[config.mk]
export PLATFORM = sky130hd
export DESIGN_NAME = pfta_core
export DESIGN_NICKNAME = d
export VERILOG_FILES = /design/src/hdl/pfta_pkg.sv /design/src/hdl/pfta_timer.sv /design/src/hdl/pfta_core.sv
export SDC_FILE = /design/constraint.sdc
export NUM_CORES = 1
export LEC_CHECK = 0
export BUFFER_PORTS_ARGS = -buffer_cell sky130_fd_sc_hd__buf_2
export CAP_MARGIN = 20
export CORE_ASPECT_RATIO = 2
export CORE_MARGIN = 1
export CORE_UTILIZATION = 50
export CTS_CLUSTER_DIAMETER = 150
export DETAILED_ROUTE_END_ITERATION = 16
export GPL_TIMING_DRIVEN = 0
export PLACE_DENSITY = 0.74
export SLEW_MARGIN = 5
export SYNTH_ARGS = -nofsm -noshare
export SYNTH_HDL_FRONTEND = slang
export SYNTH_HIERARCHICAL = 1
export SYNTH_SLANG_ARGS = --single-unit
export TNS_END_PERCENT = 30
[constraint.sdc]
create_clock -name clk_i -period 7 [get_ports clk_i]
set_input_delay 0.35 -clock clk_i [delete_from_list [all_inputs] [get_ports clk_i]]
set_output_delay 0.35 -clock clk_i [all_outputs]
set_load 0.03 [all_outputs]
[src/hdl/pfta_pkg.sv]
/*
 * pfta_pkg: shared constants and types of the program flash table access block.
 * assumes: a 32-bit classic wishbone bus, byte addresses, data in the low byte.
 */
package pfta_pkg;
    // register byte offsets
    localparam logic [7:0] PFTA_OFF_CONTROL = 8'h00;
    localparam logic [7:0] PFTA_OFF_UNLOCK = 8'h04;
    localparam logic [7:0] PFTA_OFF_LATCH = 8'h08;
    localparam logic [7:0] PFTA_OFF_PTR_LOW = 8'h0C;
    localparam logic [7:0] PFTA_OFF_PTR_HIGH = 8'h10;
    localparam logic [7:0] PFTA_OFF_PTR_UPPER = 8'h14;
    localparam logic [7:0] PFTA_OFF_TBL_CMD = 8'h18;
    localparam logic [7:0] PFTA_OFF_STATUS = 8'h1C;
    // control register bit positions
    localparam int PFTA_BIT_CODE_SEL = 7;
    localparam int PFTA_BIT_CFG_SEL = 6;
    localparam int PFTA_BIT_ERASE_SEL = 4;
    localparam int PFTA_BIT_ABORTED = 3;
    localparam int PFTA_BIT_PERMIT = 2;
    localparam int PFTA_BIT_LAUNCH = 1;
    localparam int PFTA_BIT_FETCH = 0;
    // status register bit positions
    localparam int PFTA_BIT_DONE = 0;
    localparam int PFTA_BIT_BUSY = 1;
    // table command fields
    localparam int PFTA_BIT_STORE = 2;
    localparam logic [1:0] PFTA_PTR_KEEP = 2'h0;
    localparam logic [1:0] PFTA_PTR_POST_INC = 2'h1;
    localparam logic [1:0] PFTA_PTR_POST_DEC = 2'h2;
    localparam logic [1:0] PFTA_PTR_PRE_INC = 2'h3;
    // unlock key bytes
    localparam logic [7:0] PFTA_KEY_FIRST = 8'h55;
    localparam logic [7:0] PFTA_KEY_SECOND = 8'hAA;
    // target space encoding
    localparam logic [1:0] PFTA_TGT_EEPROM = 2'h0;
    localparam logic [1:0] PFTA_TGT_FLASH = 2'h1;
    localparam logic [1:0] PFTA_TGT_CONFIG = 2'h2;
    // widths and reset values
    localparam int PFTA_PTR_W = 22;
    localparam int PFTA_HOLD_N = 8;
    localparam logic [7:0] PFTA_LATCH_RST = 8'h00;
    localparam logic [21:0] PFTA_PTR_RST = 22'h000000;
    // self-timed cycle length
    localparam int PFTA_PROG_TIME_MS = 2;
    localparam int PFTA_CLK_KHZ = 20000;
    localparam int PFTA_PROG_CYC = PFTA_PROG_TIME_MS * PFTA_CLK_KHZ;
    // unlock sequence tracker
    typedef enum logic [1:0] {
        PFTA_UL_IDLE,
        PFTA_UL_ONE,
        PFTA_UL_TWO
    } pfta_ul_t;
endpackage

[src/hdl/pfta_timer.sv]
/*
 * pfta_timer: internal programming timer that ends a self-timed cycle.
 * assumes: start is a one-cycle pulse from logic on the same clock.
 */
`timescale 1ns/1ps
module pfta_timer #(
    parameter int CYCLES = 40000
) (
    input wire logic clk_i,
    input wire logic rst_i,
    input wire logic start_i,
    output logic done_o
);
    localparam int CW = $clog2(CYCLES + 1);

    // timer state
    typedef struct packed {
        logic run;
        logic [CW-1:0] cnt;
        logic done;
    } pfta_tmr_t;

    pfta_tmr_t st_ff;
    pfta_tmr_t nxt_st;

    ////////////////////////////////////////////////////////////////////////
    // count down from start, pulse done on the last cycle
    always_comb begin
        nxt_st = st_ff;
        nxt_st.done = 1'b0;
        if (rst_i) begin
            nxt_st = '0;
        end else if (start_i) begin
            nxt_st.run = 1'b1;
            nxt_st.cnt = CW'(CYCLES);
        end else if (st_ff.run) begin
            // last count ends the cycle
            if (st_ff.cnt <= CW'(1)) begin
                nxt_st.run = 1'b0;
                nxt_st.done = 1'b1;
            end else begin
                nxt_st.cnt = st_ff.cnt - CW'(1);
            end
        end
    end

    // state register
    always_ff @(posedge clk_i) begin
        st_ff <= nxt_st;
    end

    assign done_o = st_ff.done;
endmodule

[src/hdl/pfta_core.sv]
/*
 * pfta_core: control, unlock, table pointer, table latch and holding
 * registers for self-access to program flash, as a wishbone slave.
 * assumes: the flash array runs on clk_i, returns a 16-bit word in the same
 * cycle that fl_rd_o is high, and programs prog_data_o when prog_start_o pulses.
 */
// Behaviour
// - unlock register reads zero, holds nothing
// - code select one means program flash
// - config select overrides, targets configuration space
// - erase select erases row, cleared when done
// - launch refused while modify permit clear
// - clearing permit never stops running cycle
// - reset during timed cycle sets aborted
// - abort keeps code and config selects
// - launch set-only, hardware clears at end
// - fetch one cycle, refused for program space
// - done flag set by hardware, firmware clears
// - table latch is eight-bit data register
// - three pointer bytes form 22-bit address
// - four pointer actions touch low 21 bits
// - table read uses all 22 pointer bits
// - table write picks holding register by low three
// - long write block from upper 19 bits
// - row erase 64-byte block, latch unused
// - pointer bit zero picks word byte
// - execution stalls until timer ends cycle
// - table writes fill eight holding registers only
`timescale 1ns/1ps
module pfta_core
    import pfta_pkg::*;
#(
    parameter int PROG_CYCLES = PFTA_PROG_CYC
) (
    input wire logic clk_i,
    input wire logic rst_i,
    // wishbone slave
    input wire logic wb_cyc_i,
    input wire logic wb_stb_i,
    input wire logic wb_we_i,
    input wire logic [7:0] wb_adr_i,
    input wire logic [3:0] wb_sel_i,
    input wire logic [31:0] wb_dat_i,
    output logic [31:0] wb_dat_o,
    output logic wb_ack_o,
    // flash array read port
    output logic [21:0] fl_addr_o,
    output logic fl_rd_o,
    input wire logic [15:0] fl_word_i,
    // self-timed program port
    output logic prog_start_o,
    output logic prog_erase_o,
    output logic [1:0] prog_target_o,
    output logic [21:0] prog_addr_o,
    output logic [63:0] prog_data_o,
    // data eeprom read strobe
    output logic ee_read_o,
    // core stall and completion flag
    output logic stall_o,
    output logic nvm_done_flag_o
);

    ////////////////////////////////////////////////////////////////////////
    // state of the block

    typedef struct packed {
        logic code_space_select;       // program vs eeprom
        logic config_space_select;     // configuration space
        logic erase_sel;               // row erase on launch
        logic aborted_flag;            // cycle cut by reset
        logic modify_permit;           // allows launches
        logic launch;                  // self-timed cycle running
        logic fetch;                   // eeprom read launch
        pfta_ul_t ul;                  // unlock tracker
        logic [7:0] table_latch;       // byte mover
        logic [21:0] table_pointer;    // byte address
        logic [7:0][7:0] hold;         // eight holding registers
        logic rd_pend;                 // flash word due
        logic rd_lsb;                  // byte select of pending read
        logic done_flag;               // completion flag
        logic ack;                     // bus answer
        logic [31:0] dat;              // bus read data
        logic [21:0] fl_addr;          // flash read address
        logic fl_rd;                   // flash read strobe
        logic prog_start;              // program start pulse
        logic [1:0] prog_target;       // program target space
        logic [21:0] prog_addr;        // block base address
        logic ee_read;                 // eeprom read strobe
    } pfta_state_t;

    pfta_state_t st_ff;
    pfta_state_t nxt_st;

    logic tmr_done;                    // end of timed cycle
    logic acc;                         // access taken this cycle
    logic wr;                          // write taken this cycle
    logic [7:0] wbyte;                 // written byte
    logic [21:0] eff_ptr;              // pointer used by table op
    logic [21:0] upd_ptr;              // pointer after table op
    logic [1:0] mode;                  // pointer action
    logic [7:0] ctl_rd;                // control read image
    logic [1:0] tgt;                   // selected space

    ////////////////////////////////////////////////////////////////////////
    // internal programming timer

    pfta_timer #(
        .CYCLES(PROG_CYCLES)
    ) u_timer (
        .clk_i(clk_i),
        .rst_i(rst_i),
        .start_i(st_ff.prog_start),
        .done_o(tmr_done)
    );

    ////////////////////////////////////////////////////////////////////////
    // access decode and helpers

    always_comb begin
        // first cycle of a request only
        acc = wb_cyc_i && wb_stb_i && !st_ff.ack;
        wr = acc && wb_we_i && wb_sel_i[0];
        wbyte = wb_dat_i[7:0];
        mode = wb_dat_i[1:0];
        // pre-increment moves only the low 21 bits
        if (mode == PFTA_PTR_PRE_INC) begin
            eff_ptr = {st_ff.table_pointer[21], st_ff.table_pointer[20:0] + 21'h000001};
        end else begin
            eff_ptr = st_ff.table_pointer;
        end
        // pointer after the access
        case (mode)
            PFTA_PTR_POST_INC: begin
                upd_ptr = {st_ff.table_pointer[21], st_ff.table_pointer[20:0] + 21'h000001};
            end
            PFTA_PTR_POST_DEC: begin
                upd_ptr = {st_ff.table_pointer[21], st_ff.table_pointer[20:0] - 21'h000001};
            end
            PFTA_PTR_PRE_INC: begin
                upd_ptr = eff_ptr;
            end
            default: begin
                upd_ptr = st_ff.table_pointer;
            end
        endcase
        // target space, config wins over code select
        if (st_ff.config_space_select) begin
            tgt = PFTA_TGT_CONFIG;
        end else if (st_ff.code_space_select) begin
            tgt = PFTA_TGT_FLASH;
        end else begin
            tgt = PFTA_TGT_EEPROM;
        end
        // control image, bit 5 reads zero
        ctl_rd = 8'h00;
        ctl_rd[PFTA_BIT_CODE_SEL] = st_ff.code_space_select;
        ctl_rd[PFTA_BIT_CFG_SEL] = st_ff.config_space_select;
        ctl_rd[PFTA_BIT_ERASE_SEL] = st_ff.erase_sel;
        ctl_rd[PFTA_BIT_ABORTED] = st_ff.aborted_flag;
        ctl_rd[PFTA_BIT_PERMIT] = st_ff.modify_permit;
        ctl_rd[PFTA_BIT_LAUNCH] = st_ff.launch;
        ctl_rd[PFTA_BIT_FETCH] = st_ff.fetch;
    end

    ////////////////////////////////////////////////////////////////////////
    // next state

    always_comb begin
        nxt_st = st_ff;
        // pulses last one cycle
        nxt_st.fl_rd = 1'b0;
        nxt_st.prog_start = 1'b0;
        nxt_st.ee_read = 1'b0;
        nxt_st.rd_pend = 1'b0;
        nxt_st.ack = acc;
        nxt_st.dat = 32'h00000000;

        // fetch lasts one cycle then hardware clears it
        if (st_ff.fetch) begin
            nxt_st.fetch = 1'b0;
        end

        // flash word returns, lsb picks the byte
        if (st_ff.rd_pend) begin
            nxt_st.table_latch = st_ff.rd_lsb ? fl_word_i[15:8] : fl_word_i[7:0];
        end

        // end of the timed cycle
        if (tmr_done && st_ff.launch) begin
            nxt_st.launch = 1'b0;
            nxt_st.erase_sel = 1'b0;
        end

        // bus read data
        if (acc && !wb_we_i) begin
            case (wb_adr_i)
                PFTA_OFF_CONTROL: begin
                    nxt_st.dat = {24'h000000, ctl_rd};
                end
                PFTA_OFF_LATCH: begin
                    nxt_st.dat = {24'h000000, st_ff.table_latch};
                end
                PFTA_OFF_PTR_LOW: begin
                    nxt_st.dat = {24'h000000, st_ff.table_pointer[7:0]};
                end
                PFTA_OFF_PTR_HIGH: begin
                    nxt_st.dat = {24'h000000, st_ff.table_pointer[15:8]};
                end
                PFTA_OFF_PTR_UPPER: begin
                    nxt_st.dat = {26'h0000000, st_ff.table_pointer[21:16]};
                end
                PFTA_OFF_STATUS: begin
                    nxt_st.dat = {30'h00000000, st_ff.launch, st_ff.done_flag};
                end
                default: begin
                    // unlock has no storage and reads zero
                    nxt_st.dat = 32'h00000000;
                end
            endcase
        end

        // unlock tracker: any other access breaks the pair
        if (acc) begin
            nxt_st.ul = PFTA_UL_IDLE;
            if (wr && wb_adr_i == PFTA_OFF_UNLOCK) begin
                if (wbyte == PFTA_KEY_FIRST) begin
                    nxt_st.ul = PFTA_UL_ONE;
                end else if (wbyte == PFTA_KEY_SECOND && st_ff.ul == PFTA_UL_ONE) begin
                    nxt_st.ul = PFTA_UL_TWO;
                end
            end
        end

        // register writes
        if (wr) begin
            case (wb_adr_i)
                PFTA_OFF_CONTROL: begin
                    nxt_st.code_space_select = wbyte[PFTA_BIT_CODE_SEL];
                    nxt_st.config_space_select = wbyte[PFTA_BIT_CFG_SEL];
                    nxt_st.aborted_flag = wbyte[PFTA_BIT_ABORTED];
                    // permit may drop mid-cycle harmlessly
                    nxt_st.modify_permit = wbyte[PFTA_BIT_PERMIT];
                    // erase select frozen while a cycle runs
                    if (!st_ff.launch) begin
                        nxt_st.erase_sel = wbyte[PFTA_BIT_ERASE_SEL];
                    end
                    // launch: set-only, needs permit and unlock pair
                    if (wbyte[PFTA_BIT_LAUNCH] && !st_ff.launch && st_ff.modify_permit
                        && st_ff.ul == PFTA_UL_TWO) begin
                        nxt_st.launch = 1'b1;
                        nxt_st.prog_start = 1'b1;
                        nxt_st.prog_target = tgt;
                        if (st_ff.erase_sel) begin
                            // 64-byte row, low six bits dropped
                            nxt_st.prog_addr = {st_ff.table_pointer[21:6], 6'h00};
                        end else begin
                            // 8-byte block, low three bits dropped
                            nxt_st.prog_addr = {st_ff.table_pointer[21:3], 3'h0};
                        end
                    end
                    // fetch refused while program space selected
                    if (wbyte[PFTA_BIT_FETCH] && !st_ff.code_space_select) begin
                        nxt_st.fetch = 1'b1;
                        nxt_st.ee_read = 1'b1;
                    end
                end
                PFTA_OFF_LATCH: begin
                    nxt_st.table_latch = wbyte;
                end
                PFTA_OFF_PTR_LOW: begin
                    nxt_st.table_pointer[7:0] = wbyte;
                end
                PFTA_OFF_PTR_HIGH: begin
                    nxt_st.table_pointer[15:8] = wbyte;
                end
                PFTA_OFF_PTR_UPPER: begin
                    nxt_st.table_pointer[21:16] = wbyte[5:0];
                end
                PFTA_OFF_TBL_CMD: begin
                    // table ops are dropped, not held, while the array is busy
                    if (!st_ff.launch) begin
                        nxt_st.table_pointer = upd_ptr;
                        if (wbyte[PFTA_BIT_STORE]) begin
                            // short write into a holding register
                            nxt_st.hold[eff_ptr[2:0]] = st_ff.table_latch;
                        end else begin
                            // full 22-bit address to the array
                            nxt_st.fl_addr = eff_ptr;
                            nxt_st.fl_rd = 1'b1;
                            nxt_st.rd_pend = 1'b1;
                            nxt_st.rd_lsb = eff_ptr[0];
                        end
                    end
                end
                PFTA_OFF_STATUS: begin
                    // firmware clears the done flag by writing zero
                    if (!wbyte[PFTA_BIT_DONE]) begin
                        nxt_st.done_flag = 1'b0;
                    end
                end
                default: begin
                    // unlock and unmapped writes store nothing
                end
            endcase
        end

        // completion sets the flag, set wins over clear
        if (tmr_done && st_ff.launch) begin
            nxt_st.done_flag = 1'b1;
        end

        // synchronous reset
        if (rst_i) begin
            nxt_st = '0;
            nxt_st.table_latch = PFTA_LATCH_RST;
            nxt_st.table_pointer = PFTA_PTR_RST;
            nxt_st.ul = PFTA_UL_IDLE;
            // cut cycle raises the flag, a held reset keeps it
            if (st_ff.launch || st_ff.aborted_flag) begin
                nxt_st.aborted_flag = 1'b1;
                // keep selects for tracing
                nxt_st.code_space_select = st_ff.code_space_select;
                nxt_st.config_space_select = st_ff.config_space_select;
            end
        end
    end

    ////////////////////////////////////////////////////////////////////////
    // state register

    always_ff @(posedge clk_i) begin
        st_ff <= nxt_st;
    end

    ////////////////////////////////////////////////////////////////////////
    // outputs straight from the state register

    assign wb_dat_o = st_ff.dat;
    assign wb_ack_o = st_ff.ack;
    assign fl_addr_o = st_ff.fl_addr;
    assign fl_rd_o = st_ff.fl_rd;
    assign prog_start_o = st_ff.prog_start;
    assign prog_erase_o = st_ff.erase_sel;
    assign prog_target_o = st_ff.prog_target;
    assign prog_addr_o = st_ff.prog_addr;
    // erase ignores the latch; data is the eight holding bytes
    assign prog_data_o = st_ff.hold;
    assign ee_read_o = st_ff.ee_read;
    // core held off for the whole timed cycle
    assign stall_o = st_ff.launch;
    assign nvm_done_flag_o = st_ff.done_flag;

endmodule

==> metrics.csv <==
metric;value;unit
dpl_worst_slack;3660;ps
worstSetupPathType;reg2reg;
fraction_of_layout_cells_with_a_size_suffix_above_1;26.6;%
via_to_cell_ratio;5.58;
slew_viol_final;0;
power.leakage;5.14;nW
postCtsHoldBufs;0;
rr_endpoint;st_ff[169];
worst_skew_pair.late_latency;470;ps
post-route-period-util;48.9;%
total_overflow_reported_by_the_global_router;0;
drt_first_iter_violations;576;
gp_congestion;0.991;
number_of_i_o_port_buffers;157;
layout.nets;1460;
syn_avg_cell_area;8.33;µm²
antenna_diodes;0;
floorplan.io_pins;214;
setup.worst_path.end_class;flop;
wl_per_cell;18.5;µm
worst_reg2reg_path_depth;9;
rsz_0062_raised_after_global_routing;false;
start_util;51.0;%
synth_top_flop_cell;dfxtp_1;
area_added_between_synthesis_and_finish;18.7;%
cts-resized-gates;0;
hold_class;in2reg;
largest_net_degree_at_the_start_of_global_routing;17;
final_critical_path_setup_slack;3570;ps
cts_tree;yes;
multi_input_comb_area;4920;µm²
mostFrequentLayoutCell;dfxtp_1;
fp.dieArea;20300;µm²
first_global_vias;8963;
route.antenna.remaining_nets;0;
worst_slew_margin_rel;28.0;%
ff_latch_area;3550;µm²
crit_required;7320;ps
worstPathMaxFanout;10;
die-height;201;µm
worst_hold_slack;186;ps
hold_path_depth;2;
die_width;101;µm
yosys_warnings;6;
timing.clock.skew;10.7;ps
number_of_setup_buffers_added_after_cts;0;
clock_pin_slew_on_the_worst_setup_and_hold_paths;70;ps
detailedPlacementHpwl;23.5;mm
transition_time_at_the_pin_with_the_least_slew_margin;1070;ps
fin_tns_setup;0;ps
placementRows;72;
synth_edf_count;3;
max_cap_viol_count;0;
fmax;0.292;GHz
async_flop_share;0;%
critical_path_arrival;3750;ps
synth_sequential_area_ratio;36.0;%
tritoncts_num_sinks;176;
hold_viol_final;0;
ctsHtreeMaxLevel;4;
irDropWorstVdd;0.228;mV
route.detailed.drc;0;
finalWorstPathRequiredPeriod;3430;ps
cts.path.max_buffers;2;
ys_types;77;
endpoint;st_ff[169];
wl;30.7;mm
grt_antenna_before_repair;0;
cts-buffers-inserted;17;
syn-instance-count;1185;
first_pass_iters;6;
setup_viol;0;
power_density;183;nW/µm²
worstReg2RegStart;st_ff[149];
clk_root_buffer_cell;clkbuf_16;
yosys_register_bits;176;
startpoint;st_ff[149];
fillers;1820;
grt_pass1_wl;47.0;mm
netlist_area;9870;µm²
core;19400;µm²
most_frequent_cells_in_the_layout;173 x dfxtp_1, 165 x buf_2, 154 x nor2_1;
result_of_the_run;finished, final reports clean;
routed-via-count;9258;
critical_path.startpoint_type;flop;
track_usage;31.0;%
rrSetupSlack;3570;ps
[report_power, final]
| group | total [W] | internal, W | switching (W) | leakage (nW) |
|---|---|---|---|---|
| combinational | 0.000116 | 0.0000329 | 0.0000833 | 3.41 |
| clock | 0.00102 | 0.000584 | 0.000441 | 0.308 |
| sequential | 0.00101 | 0.00100 | 0.000000891 | 1.42 |
| total | 0.00215 | 0.00162 | 0.000525 | 5.14 |
[worst min path at each step]
stage / to / slack, ps / start
6_report: wb_dat_o[0] / 190 / wb_we_i
5_1_grt: wb_dat_o[0] / 190 / wb_we_i
4_1_cts: wb_dat_o[0] / 170 / wb_we_i
3_5_place_dp: prog_addr_o[3] / 450 / prog_addr_o[3]
3_3_place_gp: prog_addr_o[5] / 440 / prog_addr_o[5]
2_1_floorplan: prog_addr_o[4] / 430 / prog_addr_o[4]
[worst max-delay path, cell delays in order (launching register included)]
cell	delay, ps
dfxtp_1	390
clkbuf_1	300
inv_1	160
ha_1	290
or4b_2	710
nor4_2	630
nand2_1	150
xnor2_1	160
a221oi_1	370
a211oi_1	120
[routing by layer]
| layer | global-route usage (%) | share of wire [%] | up-vias |
|---|---|---|---|
| met5 | 0 | 0 | - |
| met4 | 28.0 | 8.6 | 0 |
| met3 | 6.69 | 5.9 | 147 |
| met2 | 54.0 | 52 | 407 |
| met1 | 29.6 | 34 | 4329 |
| li1 | - | - | 4375 |
[cells in the mapped netlist (5+ instances only)]
master	instances	area share [%]
a211oi_1	32	2.4
a21oi_1	64	3.2
a221oi_1	6	0.53
a222oi_1	8	0.81
a22oi_1	8	0.61
a31oi_1	5	0.32
and3_1	10	0.63
and4_1	7	0.62
buf_1	6	0.23
buf_2	8	0.41
buf_4	143	11
clkbuf_1	74	2.8
dfxtp_1	173	35
ha_1	7	0.89
inv_1	14	0.53
mux2i_1	83	8.4
nand2_1	102	3.9
nand2b_1	10	0.63
nand3_1	26	1.3
nand4_1	12	0.76
nor2_1	154	5.9
nor2b_1	5	0.32
nor3_1	25	1.3
nor4_1	13	0.82
o211a_1	5	0.51
o211ai_1	5	0.38
o21ai_0	20	1.0
o31ai_1	5	0.38
or3_1	12	0.76
or4_1	10	0.76
xnor2_1	24	2.1
xor2_1	18	1.6
[cell families after synthesis]
group	Yosys count	share of synthesized area (%)
other	1	0.0380
AOI/OAI and AO/OA	194	13.3
buffers and inverters	248	15.1
adders and majority gates	7	0.887
xor gates and xnor gates	42	3.73
DFF	176	36.0
muxes	84	8.53
and+or+nand+nor	433	22.4
[metrics by stage]
step	cells	utilization, %	instance area [µm²]	power (W)
after global routing	1660	60.5	11700	0.00220
after floorplan	1211	-	9970	0.00110
final	1660	60.5	11700	0.00215
after CTS	1660	60.5	11700	0.00215
after global placement	1627	57.2	11100	0.00114
after detailed placement	1628	57.3	11100	0.00114
[final cells by class]
class	instances	area share, %
multi-input cells	787	42.0
flip-flops and latches	176	30.3
well taps	259	2.76
inverters	14	0.448
clock buffers	21	4.19
repair buffers	158	6.79
clock inverters	11	1.20
plain buffers	234	12.3
Note: power is estimated with default switching activity, not from simulation.
